[src/psv_pkg.sv]
// Package of constants and types for the program space data window bridge.
package psv_pkg;
	localparam logic [31:0] ADDR_CORE_CONTROL = 32'h0000_0000;
	localparam logic [31:0] ADDR_VIEW_PAGE    = 32'h0000_0004;
	localparam logic [31:0] ADDR_TABLE_PAGE   = 32'h0000_0008;
	localparam logic [31:0] ADDR_PROG_HI      = 32'h0000_000C;
	localparam logic [31:0] ADDR_PROG_LO      = 32'h0000_0010;
	localparam logic [31:0] ADDR_EE_CMD       = 32'h0000_0014;
	localparam logic [31:0] ADDR_STATUS       = 32'h0000_0018;
	localparam int          CORE_VIEW_EN_BIT  = 2;
	localparam int          DATA_TOP_BIT      = 15;
	localparam int          PAGE_HI_BIT       = 7;
	localparam logic [7:0]  PAGE_PROGRAM      = 8'h00;
	localparam logic [7:0]  PAGE_EEPROM       = 8'hFF;
	localparam logic [7:0]  PAGE_RESET        = 8'h00;
	localparam logic [15:0] CORE_RESET        = 16'h0000;
	localparam logic [1:0]  AXI_OKAY          = 2'h0;
	localparam logic [1:0]  AXI_SLVERR        = 2'h2;
	localparam logic [1:0]  EXTRA_ONE         = 2'h1;
	localparam logic [1:0]  EXTRA_TWO         = 2'h2;
	localparam logic [1:0]  EXTRA_NONE        = 2'h0;
	localparam int          EE_BUSY_CYCLES    = 16;
	typedef enum logic [2:0] {
		EE_NONE   = 3'h0,
		EE_ERASE1 = 3'h1,
		EE_ERASE4 = 3'h2,
		EE_ERASE8 = 3'h3,
		EE_BULK   = 3'h4,
		EE_WRITE  = 3'h5,
		EE_READ   = 3'h6
	} ee_op_t;
endpackage : psv_pkg

[src/psv_if.sv]
// Interface between the window front end and the address former.
`timescale 1ns/10ps
`default_nettype none
interface psv_if;
	logic        view_en;
	logic [7:0]  view_page;
	logic [7:0]  table_page;
	logic        table_busy;
	logic [15:0] data_addr;
	logic        window_hit;
	logic [23:0] window_addr;
	modport former (input view_en, view_page, table_page, table_busy, data_addr, output window_hit, window_addr);
	modport user   (output view_en, view_page, table_page, table_busy, data_addr, input window_hit, window_addr);
endinterface : psv_if
`default_nettype wire

[src/psv_addr_former.sv]
// Combinational program space address former for the view window.
`timescale 1ns/10ps
`default_nettype none
module psv_addr_former (
	// Window link.
	psv_if.former link
);
	// Hit requires top address bit, enable, and no table operation.
	assign link.window_hit = link.data_addr[psv_pkg::DATA_TOP_BIT] & link.view_en
		& ~link.table_busy;
	// Page forms bits 22..15 above a zero bit 23; data bit 15 is replaced by page bit 0.
	assign link.window_addr = {1'b0, link.view_page[7:1], link.view_page[0],
		link.data_addr[14:0]};
endmodule : psv_addr_former
`default_nettype wire

[src/program_space_data_window.sv]
// Top of the program space data window bridge with AXI4-Lite registers.
//
// Implementation choices: the register addresses and the AXI4-Lite register port.
`timescale 1ns/10ps
`default_nettype none
module program_space_data_window (
	// Clock and reset.
	input  wire logic        aclk,
	input  wire logic        aresetn,
	// AXI4-Lite write address.
	input  wire logic [31:0] s_axi_awaddr,
	input  wire logic        s_axi_awvalid,
	output var  logic        s_axi_awready,
	// AXI4-Lite write data.
	input  wire logic [31:0] s_axi_wdata,
	input  wire logic [3:0]  s_axi_wstrb,
	input  wire logic        s_axi_wvalid,
	output var  logic        s_axi_wready,
	// AXI4-Lite write response.
	output var  logic [1:0]  s_axi_bresp,
	output var  logic        s_axi_bvalid,
	input  wire logic        s_axi_bready,
	// AXI4-Lite read address.
	input  wire logic [31:0] s_axi_araddr,
	input  wire logic        s_axi_arvalid,
	output var  logic        s_axi_arready,
	// AXI4-Lite read data.
	output var  logic [31:0] s_axi_rdata,
	output var  logic [1:0]  s_axi_rresp,
	output var  logic        s_axi_rvalid,
	input  wire logic        s_axi_rready,
	// Core data access request.
	input  wire logic        core_req,
	input  wire logic [15:0] core_addr,
	input  wire logic        core_move_op,
	input  wire logic        core_in_repeat,
	input  wire logic        core_rep_edge,
	// Core table operation request.
	input  wire logic        tbl_req,
	input  wire logic        tbl_write,
	input  wire logic        tbl_high,
	input  wire logic [15:0] tbl_addr,
	input  wire logic [15:0] tbl_wdata,
	// Program memory port.
	input  wire logic [23:0] prog_rdata,
	// Answers to the core.
	output logic             core_redirect,
	output logic [1:0]       core_extra_cycles,
	output logic [15:0]      core_rdata,
	output logic [23:0]      prog_addr,
	output logic             tbl_ignored,
	output logic             ee_busy,
	output logic [15:0]      ee_wdata
);
	logic [15:0] core_control_reg;
	logic [7:0]  view_page_reg;
	logic [7:0]  table_page_reg;
	logic [7:0]  prog_hi_reg;
	logic [15:0] prog_lo_reg;
	logic [2:0]  ee_op_reg;
	logic [4:0]  ee_count_reg;
	logic        tbl_busy_reg;
	logic        aw_held_reg;
	logic        w_held_reg;
	logic [31:0] aw_addr_reg;
	logic [31:0] w_data_reg;
	logic        wr_go;
	logic        wr_hit;
	logic        rd_hit;
	logic [31:0] rd_word;
	logic        ee_start;
	logic        page_ok;
	psv_if       link ();

	// Window address former instance.
	psv_addr_former former_i (
		.link (link.former)
	);
	assign link.view_en    = core_control_reg[psv_pkg::CORE_VIEW_EN_BIT];
	assign link.view_page  = view_page_reg;
	assign link.table_page = table_page_reg;
	assign link.table_busy = tbl_busy_reg | tbl_req;
	assign link.data_addr  = core_addr;

	// Write channel capture; address and data may arrive in either order.
	always_ff @(posedge aclk) begin
		if (!aresetn) begin
			aw_held_reg <= 1'b0;
			w_held_reg  <= 1'b0;
			aw_addr_reg <= 32'h0000_0000;
			w_data_reg  <= 32'h0000_0000;
		end else begin
			if (s_axi_awvalid && s_axi_awready) begin
				aw_held_reg <= 1'b1;
				aw_addr_reg <= s_axi_awaddr;
			end else if (wr_go) begin
				aw_held_reg <= 1'b0;
			end
			if (s_axi_wvalid && s_axi_wready) begin
				w_held_reg <= 1'b1;
				w_data_reg <= s_axi_wdata;
			end else if (wr_go) begin
				w_held_reg <= 1'b0;
			end
		end
	end
	assign wr_go = aw_held_reg & w_held_reg & ~s_axi_bvalid;

	// Ready flags and write response.
	always_ff @(posedge aclk) begin
		if (!aresetn) begin
			s_axi_awready <= 1'b0;
			s_axi_wready  <= 1'b0;
			s_axi_bvalid  <= 1'b0;
			s_axi_bresp   <= psv_pkg::AXI_OKAY;
		end else begin
			s_axi_awready <= ~aw_held_reg & ~(s_axi_awvalid & s_axi_awready) & ~s_axi_bvalid;
			s_axi_wready  <= ~w_held_reg & ~(s_axi_wvalid & s_axi_wready) & ~s_axi_bvalid;
			if (wr_go) begin
				s_axi_bvalid <= 1'b1;
				s_axi_bresp  <= wr_hit ? psv_pkg::AXI_OKAY : psv_pkg::AXI_SLVERR;
			end else if (s_axi_bready) begin
				s_axi_bvalid <= 1'b0;
			end
		end
	end

	// Write address decode; all seven register addresses hit, the read-only ones too.
	always_comb begin
		wr_hit = 1'b1;
		unique case (aw_addr_reg)
			psv_pkg::ADDR_CORE_CONTROL, psv_pkg::ADDR_VIEW_PAGE, psv_pkg::ADDR_TABLE_PAGE,
			psv_pkg::ADDR_EE_CMD, psv_pkg::ADDR_PROG_HI, psv_pkg::ADDR_PROG_LO,
			psv_pkg::ADDR_STATUS: wr_hit = 1'b1;
			default: wr_hit = 1'b0;
		endcase
	end
	assign page_ok = (w_data_reg[7:0] == psv_pkg::PAGE_PROGRAM) || (w_data_reg[7:0] == psv_pkg::PAGE_EEPROM);

	// Control and page registers; illegal view page values are dropped.
	always_ff @(posedge aclk) begin
		if (!aresetn) begin
			core_control_reg <= psv_pkg::CORE_RESET;
			view_page_reg    <= psv_pkg::PAGE_RESET;
			table_page_reg   <= psv_pkg::PAGE_RESET;
		end else if (wr_go) begin
			if (aw_addr_reg == psv_pkg::ADDR_CORE_CONTROL && s_axi_wstrb[0])
				core_control_reg[7:0] <= w_data_reg[7:0];
			if (aw_addr_reg == psv_pkg::ADDR_CORE_CONTROL && s_axi_wstrb[1])
				core_control_reg[15:8] <= w_data_reg[15:8];
			if (aw_addr_reg == psv_pkg::ADDR_VIEW_PAGE && s_axi_wstrb[0] && page_ok)
				view_page_reg <= w_data_reg[7:0];
			if (aw_addr_reg == psv_pkg::ADDR_TABLE_PAGE && s_axi_wstrb[0])
				table_page_reg <= w_data_reg[7:0];
		end
	end

	// Table operation: capture programming address on low-word writes, flag high-word ops on the EEPROM page as ignored.
	always_ff @(posedge aclk) begin
		if (!aresetn) begin
			prog_hi_reg  <= 8'h00;
			prog_lo_reg  <= 16'h0000;
			tbl_busy_reg <= 1'b0;
			tbl_ignored  <= 1'b0;
			ee_wdata     <= 16'h0000;
		end else begin
			tbl_busy_reg <= tbl_req;
			tbl_ignored  <= tbl_req & tbl_high & (table_page_reg == psv_pkg::PAGE_EEPROM);
			if (tbl_req && tbl_write && !tbl_high) begin
				prog_hi_reg <= {1'b0, table_page_reg[6:0]};
				prog_lo_reg <= {tbl_addr[15:1], 1'b0};
				ee_wdata    <= tbl_wdata;
			end
		end
	end

	// EEPROM operation sequencer with busy count.
	assign ee_start = wr_go && aw_addr_reg == psv_pkg::ADDR_EE_CMD && s_axi_wstrb[0] && ee_count_reg == 5'h00
		&& w_data_reg[2:0] != psv_pkg::EE_NONE && w_data_reg[2:0] <= psv_pkg::EE_READ;
	always_ff @(posedge aclk) begin
		if (!aresetn) begin
			ee_op_reg    <= psv_pkg::EE_NONE;
			ee_count_reg <= 5'h00;
			ee_busy      <= 1'b0;
		end else begin
			if (ee_start) begin
				ee_op_reg    <= w_data_reg[2:0];
				ee_count_reg <= 5'(psv_pkg::EE_BUSY_CYCLES);
				ee_busy      <= 1'b1;
			end else if (ee_count_reg != 5'h00) begin
				ee_count_reg <= ee_count_reg - 5'h01;
				ee_busy      <= ee_count_reg != 5'h01;
			end
		end
	end

	// Core window access: address, data and stall cycles.
	always_ff @(posedge aclk) begin
		if (!aresetn) begin
			core_redirect     <= 1'b0;
			core_extra_cycles <= psv_pkg::EXTRA_NONE;
			core_rdata        <= 16'h0000;
			prog_addr         <= 24'h00_0000;
		end else begin
			core_redirect <= core_req & link.window_hit;
			if (tbl_req)
				prog_addr <= {table_page_reg, tbl_addr};
			else if (core_req && link.window_hit)
				prog_addr <= link.window_addr;
			else
				prog_addr <= {1'b0, 7'h00, core_addr[15:1], 1'b0};
			core_rdata <= prog_addr[0] ? {8'h00, prog_rdata[23:16]} : prog_rdata[15:0];
			if (!(core_req && link.window_hit))
				core_extra_cycles <= psv_pkg::EXTRA_NONE;
			else if (core_in_repeat)
				core_extra_cycles <= core_rep_edge ? psv_pkg::EXTRA_TWO : psv_pkg::EXTRA_ONE;
			else
				core_extra_cycles <= core_move_op ? psv_pkg::EXTRA_ONE : psv_pkg::EXTRA_TWO;
		end
	end

	// Read decode.
	always_comb begin
		rd_hit  = 1'b1;
		rd_word = 32'h0000_0000;
		unique case (s_axi_araddr)
			psv_pkg::ADDR_CORE_CONTROL: rd_word = {16'h0000, core_control_reg};
			psv_pkg::ADDR_VIEW_PAGE:    rd_word = {24'h00_0000, view_page_reg};
			psv_pkg::ADDR_TABLE_PAGE:   rd_word = {24'h00_0000, table_page_reg};
			psv_pkg::ADDR_PROG_HI:      rd_word = {24'h00_0000, prog_hi_reg};
			psv_pkg::ADDR_PROG_LO:      rd_word = {16'h0000, prog_lo_reg};
			psv_pkg::ADDR_EE_CMD:       rd_word = {29'h0000_0000, ee_op_reg};
			psv_pkg::ADDR_STATUS:       rd_word = {30'h0000_0000, tbl_busy_reg, ee_busy};
			default:                    rd_hit = 1'b0;
		endcase
	end

	// Read channel.
	always_ff @(posedge aclk) begin
		if (!aresetn) begin
			s_axi_arready <= 1'b0;
			s_axi_rvalid  <= 1'b0;
			s_axi_rdata   <= 32'h0000_0000;
			s_axi_rresp   <= psv_pkg::AXI_OKAY;
		end else begin
			s_axi_arready <= ~s_axi_rvalid & ~(s_axi_arvalid & s_axi_arready);
			if (s_axi_arvalid && s_axi_arready) begin
				s_axi_rvalid <= 1'b1;
				s_axi_rdata  <= rd_word;
				s_axi_rresp  <= rd_hit ? psv_pkg::AXI_OKAY : psv_pkg::AXI_SLVERR;
			end else if (s_axi_rready) begin
				s_axi_rvalid <= 1'b0;
			end
		end
	end
endmodule : program_space_data_window
`default_nettype wire

[config.mk]
export PLATFORM = sky130hd
export DESIGN_NAME = program_space_data_window
export DESIGN_NICKNAME = d
export VERILOG_FILES = /design/src/psv_pkg.sv /design/src/psv_if.sv /design/src/psv_addr_former.sv /design/src/program_space_data_window.sv
export SDC_FILE = /design/constraint.sdc
export NUM_CORES = 1
export LEC_CHECK = 0
export ABC_AREA = 1
export BUFFER_PORTS_ARGS = -buffer_cell sky130_fd_sc_hd__buf_2
export CAP_MARGIN = 10
export CORE_MARGIN = 8
export CORE_UTILIZATION = 54
export DETAILED_ROUTE_END_ITERATION = 6
export GPL_TIMING_DRIVEN = 1
export HOLD_SLACK_MARGIN = 0.1
export PLACE_DENSITY = 0.95
export SYNTH_ARGS = -nofsm -noshare
export SYNTH_HDL_FRONTEND = slang
export SYNTH_HIERARCHICAL = 1
export SYNTH_SLANG_ARGS = --single-unit
[constraint.sdc]
create_clock -name aclk -period 4.2 [get_ports aclk]
set_clock_uncertainty 0.05 [all_clocks]
set_input_delay 0.63 -clock aclk [delete_from_list [all_inputs] [get_ports aclk]]
set_output_delay 0.63 -clock aclk [all_outputs]
set_load 0.005 [all_outputs]
# Word-level counts from Yosys, hierarchy flattened
# Index checks and enable logic that the tools add are counted.
[op_classes]
n_shift = 0
eq_ne = 15
addsub = 1
div_mod_pow = 0
magnitude_cmp = 1
bitwise = 25
mul = 0
n_reduce_logical = 38
muxes = 22
[op_table]
columns = ["cell", "n"]
rows = [
  ["32-bit by 5-bit equality test with 1-bit output (second input constant)", 6],
  ["32-bit by 4-bit equality test with 1-bit output (second input constant)", 4],
  ["16-bit one-hot mux with 7 select lines", 1],
  ["32-bit by 3-bit equality test with 1-bit output (second input constant)", 2],
  ["32-bit logical NOT", 2],
  ["24-bit 2-to-1 mux", 1],
  ["23-bit 2-to-1 mux", 1],
  ["8-bit equality test (second input constant)", 2],
  ["1-bit logical AND", 16],
  ["1-bit bitwise AND", 15],
  ["7-bit OR reduction", 2],
  ["1-bit 2-to-1 mux", 11],
  ["2-bit 2-to-1 mux", 5],
  ["5-bit 2-to-1 mux", 2],
  ["2-bit AND reduction", 5],
  ["2-bit nonzero test", 5],
  ["1-bit NOT", 9],
  ["8-bit logical NOT", 1],
  ["8-bit 2-to-1 mux", 1],
  ["5-bit logical NOT", 1],
  ["5-bit by 1-bit != test with 1-bit output (second input constant)", 1],
  ["5-bit nonzero test", 1],
  ["5-bit by 1-bit subtractor with 5-bit output (second input constant)", 1],
  ["2-bit OR reduction", 2],
  ["other kinds (5)", 5],
]
[word_totals]
regBits = 215
mem_count = 0
latch_bits = 0
ramBits = 0
inputBits = 186
mem_bits_ro = 0

# Depth between registers and ports, before layout
# Gate-level depths: netlist of run 1.
[depth]
word_depth = 8
ltp_mapped = 12

# By module
# The synthesis of run 1 kept the hierarchy.
[modules_own_cells]
columns = ["mod", "area_each_um2", "cells_per_inst", "n_inst"]
rows = [
  ["program_space_data_window", 8313.0, 1122, 1],
  ["psv_addr_former", 193.9, 27, 1],
]

# Worst setup path before layout of run 1
# No wires, ideal clock.
[synth_timing]
path_kind = "input-to-reg"
start = "input port tbl_req"
end = "register prog_addr[12]"
t_required_ps = 4034
arrival_time_ps = 1837
setup_time_ps = 116
cell_stages = 9
slack_ps = 2197
cell_sequence = "or2_2 -> nor2_2 -> clkbuf_1 -> nand2_1 -> clkbuf_1 -> nand2_1 -> nand3_1 -> o211ai_1 -> inv_1"
[synth_via]
elab_chain_len = 1
[synth_lines]
columns = ["element", "line_no", "text"]
rows = [
  ["start: declaration", "program_space_data_window.sv:39", "input wire logic tbl_req,"],
  ["24-bit 2-to-1 mux", "program_space_data_window.sv:206", "if (tbl_req)"],
  ["end signal: assignment", "program_space_data_window.sv:207", "prog_addr <= {table_page_reg, tbl_addr};"],
  ["end signal: assignment", "program_space_data_window.sv:209", "prog_addr <= link.window_addr;"],
  ["end signal: assignment", "program_space_data_window.sv:211", "prog_addr <= {1'b0, 7'h00, core_addr[15:1], 1'b0};"],
  ["end: declaration", "program_space_data_window.sv:50", "output logic [23:0] prog_addr,"],
]
# Every way passes these cells.
# A chain may end at the register's enable or synchronous reset.

# Worst setup path in the final report of run 1
[layout_timing]
start = "input port tbl_req"
end = "register prog_addr[21]"
[layout_via]
elab_chain_len = 6
[layout_lines]
columns = ["element", "line_no", "text"]
rows = [
  ["1-bit OR", "program_space_data_window.sv:82", "assign link.table_busy = tbl_busy_reg | tbl_req;"],
  ["via link.table_busy", "psv_if.sv:8", "logic table_busy;"],
  ["1-bit NOT", "psv_addr_former.sv:10", "& ~link.table_busy;"],
  ["1-bit bitwise AND", "psv_addr_former.sv:10", ""],
  ["via link.window_hit", "psv_if.sv:10", "logic window_hit;"],
  ["1-bit logical AND", "program_space_data_window.sv:208", "else if (core_req && link.window_hit)"],
  ["23-bit 2-to-1 mux", "program_space_data_window.sv:208", ""],
  ["24-bit 2-to-1 mux", "program_space_data_window.sv:206", ""],
]
# The timed path passes the listed nets, and every way through them passes these cells.

==> reports/summary.md, run 1 <==
For this design, the sink count on the clock tree is 197. Measured in cells, the most critical reg-to-reg path has a length of 6. The number of antenna violations at the first check in global routing is 1.

Setup repair after global routing left no endpoint under its margin. The clock network accounts for 38.8% of the total power. The die is 142 um wide.

For the power share of the combinational group, the log shows 13.0%. Worst IR drop on VDD: 0.000305 V. The initial utilization of the core area, before any placement, comes to 54.3%. Fill cells in the final layout number 1318. Cells with a size suffix above 1 make up 24.5% of the layout. Of all flip-flops after synthesis, the portion carrying an async set or reset was 0%.

In this run the power spent charging and discharging nets is 1.07 mW. Dividing the final minimum period by the clock period gives 71.1%. The synthesized design contains 197 register bits. Setup violations remaining at the end of the flow were counted as 0.

Synthesis instantiated 40 different standard cells from the library. Number of cells on the worst hold path: 3. Entering global routing, the biggest net connects 82 pins.

The routed layout has 8169 vias. The area of all sequential standard cells was 3940 um^2. The predominant post-synthesis flop cell was sky130_fd_sc_hd__dfxtp_1. After synthesis, the largest area contributor takes up 46.4% of total cell area. Origin of the critical flop-to-flop path: tbl_busy_reg$_SDFF_PN0_.

In the global route stage, overall resource usage came out at 22.6%. The highest net fanout along the worst path came out at 16. Among all cell types in the netlist, the one instantiated most often is sky130_fd_sc_hd__dfxtp_1. The insertion delay to the later sink of the worst-skew pair was 0.43 ns; the vertical extent of the die was 142 um. The first global-routing pass estimated 36400 um of wire. Dividing the detail-routed wire length by the instance count gives 14.8 um.

In this run the tightest slew margin relative to its limit is 19.3%. Setup total negative slack on the finished layout was measured at 0 ns. The clock passes through at most 2 buffers. Sequential cells were found to cover 46.4% of the synthesized design area.

The synthesized area per cell is 7.40 um^2. STA classifies the critical path endpoint as a flop. The worst setup path is of the in -> reg kind.

Grouping stages by cell kind, the critical path spends the most delay in simple AND/OR/NAND/NOR gates. Yosys attributes the largest share of cell area to sky130_fd_sc_hd__dfxtp_1, sky130_fd_sc_hd__nor2_1, sky130_fd_sc_hd__o21ai_0, sky130_fd_sc_hd__nand2_1, sky130_fd_sc_hd__inv_1. Walking the worst path, the cells encountered are buf_2, or2_2, nor2_2, nand2_1, nor2_1, nand3_1, o21ai_0.

The launch instance of the worst min-delay path was prog_rdata[12]. In the final layout, the multi-input gates occupy 3590 um^2. Detailed placement finished with a half-perimeter wire length of 17200 um. At the worst endpoint, the required time is 4.50 ns. For the pin with the worst max-slew slack, the measured transition is 1.21 ns. Clock-pin slew was measured on the worst setup and hold paths at 0.07 ns. The routability-driven placement congestion ratio was 0.902; the total power after layout was 4.24 mW. Type of the most critical hold path: in -> reg.

In this design, the stage delay of the slowest critical-path cell is 0.87 ns. Synthesis produced a netlist whose cell count is 1149. For the number of hold violations in the final report, the log shows 0. The flow ran to the end, and the final reports show no timing, DRC or antenna violations. The tools report the critical register-to-register path endpoint as prog_addr[21]$_SDFF_PN0_.

The root buffer cell chosen for the clock tree is sky130_fd_sc_hd__clkbuf_16. The number of clock buffers added by TritonCTS is 17. Timing would allow up to 0.335 GHz.

The critical path's slowest cell is sky130_fd_sc_hd__nor2_1. The path with the worst hold slack has its endpoint at core_rdata[12]$_SDFF_PP0_. Cell internal power was estimated by the tool at 3.17 mW. The count of nets left with antenna violations once routing finished came out at 0. The type of element launching the critical path is an input port. In this run the core area contains 46 standard-cell rows. The number of buffers and inverters on the critical path came out at 1.

The commonest cells after synthesis are sky130_fd_sc_hd__dfxtp_1, sky130_fd_sc_hd__nor2_1, sky130_fd_sc_hd__nand2_1. In this run switching power makes up 25.2% of total power. The logs give 7605 for the number of global-route vias before repair and 0 for the global route total overflow. Port buffering added 251 buffers. The via count normalized by instance count is 5.19, and the iteration-0 DRC count of the detailed router is 544.

For the Yosys warning count, the log shows 6. The first TritonRoute pass finished after 5 iterations. I/O pin total: 288. TritonCTS built the clock tree. The run gives 48.2% as the share of total power in sequential cells. Setup slack on the worst reg-to-reg path comes out at 1.25 ns. Once the clock tree was built, the setup fixing pass inserted 0 buffers. After layout, the minimum clock period comes to 2.99 ns. The synthesized design spends more area on one cell type than any other, namely sky130_fd_sc_hd__dfxtp_1. The synthesized netlist occupies a cell area of 8510 um^2. In this run, post-CTS repair resized a total of 0 instances.

The synthesized design contains 0 enable-type register cells. Relative to the synthesized area, the layout overhead comes to 19.8%. The floorplan step defined a core boundary enclosing 15700 um^2.

The logs give 4 for the maximum level of the CTS H-tree and 3.29 ns for the worst endpoint data arrival time. For the wire length reported by the detailed router, the log shows 23200 um. For this design, the CTS-stage hold fixing added 0 buffers. Count of final max-slew check failures: 0. For the post-layout net count, the log shows 1535.

The die outline area was 20000 um^2. The final routed DRC violation total was 0. The register with the most flip-flops in the layout has 32 of them. Dividing total power by cell area gives a power density of 416 nW/um^2.

The static leakage power was 4.76 nW. Across the run, the number of max-cap violations was 0.
metal layers:
metal,track usage [%],part of all wire (%),up-vias
li1,-,-,4054
met1,26.7,40,3685
met2,37.3,47,386
met3,7.73,10,44
met4,8.65,2.3,0
met5,0,0,-
tightest hold or removal path, delay by kind of cell:
family	cells	cell delay (ns)
buffers and inverters	2	0.13
AND/OR/NAND/NOR	1	0.03
logic make-up after synthesis:
group                    share of synthesized area (%)
AND/OR/NAND/NOR                                   24.7
AO/OA/AOI/OAI                                     16.0
buffers and inverters                             12.2
flip-flops                                        46.4
adder cells (fa/ha/maj)                          0.441
other                                           0.0883
multiplexers                                     0.118
how the worst max path moves through the flow:
stage / from / endpoint / slack (ns) / cells after the start
finish: tbl_req / prog_addr[21]$_SDFF_PN0_ / 1.21 / 7
global route: tbl_req / prog_addr[21]$_SDFF_PN0_ / 1.05 / 7
CTS: tbl_req / prog_addr[22]$_SDFF_PN0_ / 1.31 / 7
detailed placement: tbl_req / prog_addr[18]$_SDFF_PN0_ / 0.93 / 7
global placement: tbl_req / prog_addr[20]$_SDFF_PN0_ / 1.00 / 6
floorplan: tbl_req / prog_addr[12]$_SDFF_PN0_ / 2.20 / 9
cell usage in the layout (no fill, tap or decap), types with 3 or more instances in the layout:
master and count:
sky130_fd_sc_hd__nor2_1 186, sky130_fd_sc_hd__o211ai_1 15, sky130_fd_sc_hd__conb_1 19, sky130_fd_sc_hd__nand3_1 86
sky130_fd_sc_hd__clkinvlp_4 3, sky130_fd_sc_hd__buf_2 250, sky130_fd_sc_hd__buf_4 6, sky130_fd_sc_hd__inv_2 6
sky130_fd_sc_hd__a32o_1 3, sky130_fd_sc_hd__nand2_2 9, sky130_fd_sc_hd__o21ai_2 8, sky130_fd_sc_hd__nand3_4 3
sky130_fd_sc_hd__nor2_4 6, sky130_fd_sc_hd__ha_1 3, sky130_fd_sc_hd__o21ai_1 12, sky130_fd_sc_hd__nor3_1 7
sky130_fd_sc_hd__nand2_1 133, sky130_fd_sc_hd__dfxtp_1 197, sky130_fd_sc_hd__clkbuf_16 17, sky130_fd_sc_hd__nor2_2 9
sky130_fd_sc_hd__inv_1 125, sky130_fd_sc_hd__o21ai_0 130, sky130_fd_sc_hd__bufinv_16 3, sky130_fd_sc_hd__clkbuf_1 5
sky130_fd_sc_hd__nand4_1 14, sky130_fd_sc_hd__a21oi_1 82
cell type report:
cell class / count / area share, %
clock buffers: 24 / 4.63
multi-input cells: 742 / 35.2
well taps: 216 / 2.65
repair buffers: 256 / 12.7
inverters: 132 / 4.86
flip-flops and latches: 197 / 38.7
clock inverters: 7 / 1.19
diodes: 1 / 0.0246
power by group through the flow:
stage	clock network, mW	logic (mW)	registers (mW)
4_1_cts	1.67	0.553	2.04
5_1_grt	1.76	0.626	2.05
6_report	1.64	0.552	2.04
3_5_place_dp	0	0.550	2.08
3_3_place_gp	0	0.527	2.08
2_1_floorplan	0	0.377	2.07
stage by stage:
step | area (um^2) | worst slack, ns | hold WS (ns) | cells | utilization, %
finish | 10200 | 1.21 | 0.360 | 1575 | 65.1
global route | 10200 | 1.05 | 0.337 | 1575 | 65.1
global placement | 9590 | 1.00 | 0.382 | 1543 | 61.3
floorplan | 8570 | 2.20 | 0.375 | 1166 | -
detailed placement | 9590 | 0.931 | 0.390 | 1543 | 61.3
CTS | 10200 | 1.31 | 0.340 | 1574 | 65.1
(Power assumes the default switching activity.)
==> run 2: changes to the inputs <==
--- a/config.mk
+++ b/config.mk
@@ -9,11 +9,11 @@
 export BUFFER_PORTS_ARGS = -buffer_cell sky130_fd_sc_hd__buf_2
 export CAP_MARGIN = 10
 export CORE_MARGIN = 8
-export CORE_UTILIZATION = 54
+export CORE_UTILIZATION = 46
 export DETAILED_ROUTE_END_ITERATION = 6
 export GPL_TIMING_DRIVEN = 1
 export HOLD_SLACK_MARGIN = 0.1
-export PLACE_DENSITY = 0.95
+export PLACE_DENSITY = 0.87
 export SYNTH_ARGS = -nofsm -noshare
 export SYNTH_HDL_FRONTEND = slang
 export SYNTH_HIERARCHICAL = 1
==> constraint.sdc (replaced) <==
create_clock -name aclk -period 2.7 [get_ports aclk]
set_clock_uncertainty 0.05 [all_clocks]
set_input_delay 0.405 -clock aclk [delete_from_list [all_inputs] [get_ports aclk]]
set_output_delay 0.405 -clock aclk [all_outputs]
set_load 0.005 [all_outputs]
==> run 2 against run 1 <==
Net effect: global-route usage shrank 2.4 points; first-iteration DRC count up 37%; via count shrank 1.3%; cell area up 0.44%; total power is 55% higher; largest cell class unchanged; combinational power grew 57%; sequential share of layout area fell by 0.17 points; hold slack got worse by 0.23 ns; largest power group unchanged; critical path type is now reg -> reg; flip-flop and latch count did not move; wire length rose by 3.1%; non-clock buffer count up 6.
==> reports/summary.md, run 2 (synthesis results as in run 1) <==
The number of sinks on the clock net came out at 197 (unchanged). The static leakage power is 4.79 nW (was 4.76 nW). The vertical extent of the die was 152 um (was 142 um).

The tools report the type of element capturing the critical path as a flop (unchanged). TritonCTS built the clock tree. For the placed wire-length estimate after detailed placement, the log shows 17600 um (was 17200 um).

The time the worst path needs with I/O delays and setup is 1.85 ns. The number of buffers added by the clock tree synthesis step was 17 (unchanged). The routed wirelength normalized by instance count was 15.0 um (was 14.8 um); the worst-case reg-to-reg path depth was 7 (was 6). Type of element launching the critical path: a flop (was an input port). For the count of buffers added by post-CTS timing repair for setup, the log shows 0 (unchanged). The first element of the critical path was ee_count_reg[0]$_SDFFE_PP0P_ (was tbl_req). Critical path capture point: ee_count_reg[2]$_SDFFE_PP0P_ (was prog_addr[21]$_SDFF_PN0_).

The instance area after placement was 9650 um^2 (was 9590 um^2). The most common cell after layout, fill and taps aside was sky130_fd_sc_hd__buf_2 (unchanged). Total power per unit cell area: 640 nW/um^2 (was 416 nW/um^2).

The area of all placed cells without fillers is 10200 um^2 (about the same), and the I/O pin total is 288 (unchanged). Origin of the critical flop-to-flop path: ee_count_reg[0]$_SDFFE_PP0P_ (was tbl_busy_reg$_SDFF_PN0_). The final routed DRC violation total is 0 (unchanged).

Setup repair after global routing left no endpoint under its margin. The post-layout net count came out at 1541 (was 1535). Start-to-end type of the worst setup path: reg -> reg (was in -> reg).

The critical path data required time was 2.98 ns (was 4.50 ns); the actual slew at the worst max-slew pin was 0.703 ns (was 1.21 ns). The tools report the clock root buffer master as sky130_fd_sc_hd__clkbuf_16 (unchanged). Post-placement worst setup slack: 0.597 ns (was 0.931 ns). For the number of nets with antenna violations after detailed routing, the log shows 0 (unchanged).

The number of buffers added on ports came out at 251 (unchanged). The total power after layout is 6.55 mW (was 4.24 mW), and the wire length of the first global-routing pass is 38400 um (was 36400 um). The logs give 7763 (was 7605) for the number of global-route vias before repair and 0.842 (was 0.902) for the routability-driven placement congestion ratio.

The tools report the global route total overflow as 0 (unchanged). The via count normalized by instance count was 5.06 (was 5.19). The run gives 5 (unchanged) as the count of TritonRoute iterations in the first routing pass. Chain of cells forming the critical path: inv_1, ha_1, nand3_4, nor4_2, nand3_2, nand2_1, nor3_1 (was buf_2, or2_2, nor2_2, nand2_1, nor2_1, nand3_1, o21ai_0). The core footprint was 18100 um^2 (was 15700 um^2). The final-layout setup total negative slack is 0 ns (unchanged), and the highest net fanout along the worst path is 9 (was 16). The maximum buffer depth of the clock tree is 2 (unchanged), and the worst endpoint data arrival time is 2.13 ns (was 3.29 ns). The worst-case setup margin in the final layout was 0.854 ns (was 1.21 ns). For the die outline area, the log shows 23100 um^2 (was 20000 um^2). The tools report the count of final max-slew check failures as 0 (unchanged).

The delay of the slowest cell on the worst path came out at 0.35 ns (was 0.87 ns). Worst IR drop on VDD: 0.000459 V (was 0.000305 V). The wire length reported by the detailed router is 24000 um (was 23200 um), and the worst max-slew margin expressed relative to the limit is 53.0% (was 19.3%).

Based on the critical path, the design can be clocked at up to 0.542 GHz. Of the available clock period, the critical path in the final layout requires 68.4%. The number of flip-flops under the largest register name is 32 (unchanged). The critical path's slowest cell was sky130_fd_sc_hd__dfxtp_1 (was sky130_fd_sc_hd__nor2_1). The via total after detailed routing was 8063 (was 8169); the growth of design area from synthesis to finish was 20.3% (was 19.8%). The starting density of the core came out at 47.0% (was 54.3%). Critical register-to-register path endpoint: ee_count_reg[2]$_SDFFE_PP0P_ (was prog_addr[21]$_SDFF_PN0_). The tools report the iteration-0 DRC count of the detailed router as 746 (was 544).

The clock slew at the register clock pins of the worst setup and hold paths is 0.07 ns (about the same), and the final setup violation count is 0 (unchanged). The global router's overall resource usage came out at 20.2% (was 22.6%). For the insertion delay to the later sink of the worst-skew pair, the log shows 0.43 ns (about the same). The total of cells resized after clock tree synthesis was 0 (unchanged); the number of hold violations in the final report was 0 (unchanged). Type of the most critical hold path: in -> reg (unchanged). The floorplan die width was 152 um (was 142 um); the fraction of layout instances using a drive strength above 1 was 25.2% (was 24.5%).

Top library cells by usage in the layout, fill and taps aside: sky130_fd_sc_hd__buf_2, sky130_fd_sc_hd__dfxtp_1, sky130_fd_sc_hd__nor2_1 (unchanged). The run gives 0.85 ns (was 1.25 ns) as the slack of the worst reg-to-reg path. The number of core rows came out at 49 (was 46). The maximum number of pins on one net before global-route repair is 87 (was 82), and the total of hold buffers inserted after clock tree synthesis is 0 (unchanged).

The run gives 0 (unchanged) as the number of maximum-capacitance constraint violations. The tools report the maximum level of the CTS H-tree as 4 (unchanged). The number of antenna violations at the first check in global routing is 2 (was 1). Count of antenna diodes in the layout: 0 (was 1).

The run finished with clean final reports.
-- run 2: cell types whose count changed in the layout (fill, tap and decap cells not counted) --
cell	previous run	this run
sky130_fd_sc_hd__clkbuf_8	2	0
sky130_fd_sc_hd__clkinv_4	0	3
sky130_fd_sc_hd__buf_4	6	12
sky130_fd_sc_hd__bufinv_16	3	2
sky130_fd_sc_hd__clkinv_2	0	3
sky130_fd_sc_hd__clkbuf_1	5	1
sky130_fd_sc_hd__diode_2	1	0
sky130_fd_sc_hd__inv_6	1	3
-- run 2: worst max-delay path: cells and delay by family (launching register included) --
family | cells | cell delay (ns)
fa+ha+maj | 1 | 0.25
buf+inv | 1 | 0.11
flops | 1 | 0.35
simple gates | 5 | 0.99
-- run 2: area by class of cell --
cell class,instances,area [um^2]
repair buffers,262,1340
clock inverters,14,150
inverters,132,495
clock buffers,18,429
fillers,1654,7850
multi-input cells,742,3590
well taps,229,287
flip-flops and latches,197,3940
-- run 2: metal layers --
layer	track usage (%)	up-vias	part of all wire, %
met5	0	-	0.11
met4	7.19	4	2.0
li1	-	4065	-
met1	23.7	3625	41
met2	33.9	328	48
met3	6.41	41	9.3
-- run 2: per-stage QoR --
step | hold WS [ns] | std cells | utilization (%)
after detailed placement | 0.391 | 1562 | 53.4
after global placement | 0.384 | 1562 | 53.4
final | 0.125 | 1594 | 56.6
after global routing | 0.116 | 1594 | 56.6
after CTS | 0.111 | 1594 | 56.6
after floorplan | 0.375 | 1166 | -
-- run 2: how the worst min path moves through the flow --
stage	from	end	slack, ns	depth (start not counted)
floorplan	prog_hi_reg[3]$_SDFFE_PN0P_	prog_hi_reg[3]$_SDFFE_PN0P_	0.37	2
global placement	prog_hi_reg[4]$_SDFFE_PN0P_	prog_hi_reg[4]$_SDFFE_PN0P_	0.38	2
detailed placement	prog_hi_reg[4]$_SDFFE_PN0P_	prog_hi_reg[4]$_SDFFE_PN0P_	0.39	2
CTS	prog_rdata[12]	core_rdata[12]$_SDFF_PP0_	0.11	3
global route	prog_rdata[8]	core_rdata[8]$_SDFF_PP0_	0.12	3
finish	prog_rdata[12]	core_rdata[12]$_SDFF_PP0_	0.12	3
-- run 2: power by group --
group          internal [mW]  switching [mW]
Clock                   1.37            1.14
Combinational          0.354           0.510
Sequential              3.07           0.103
Total                   4.80            1.75
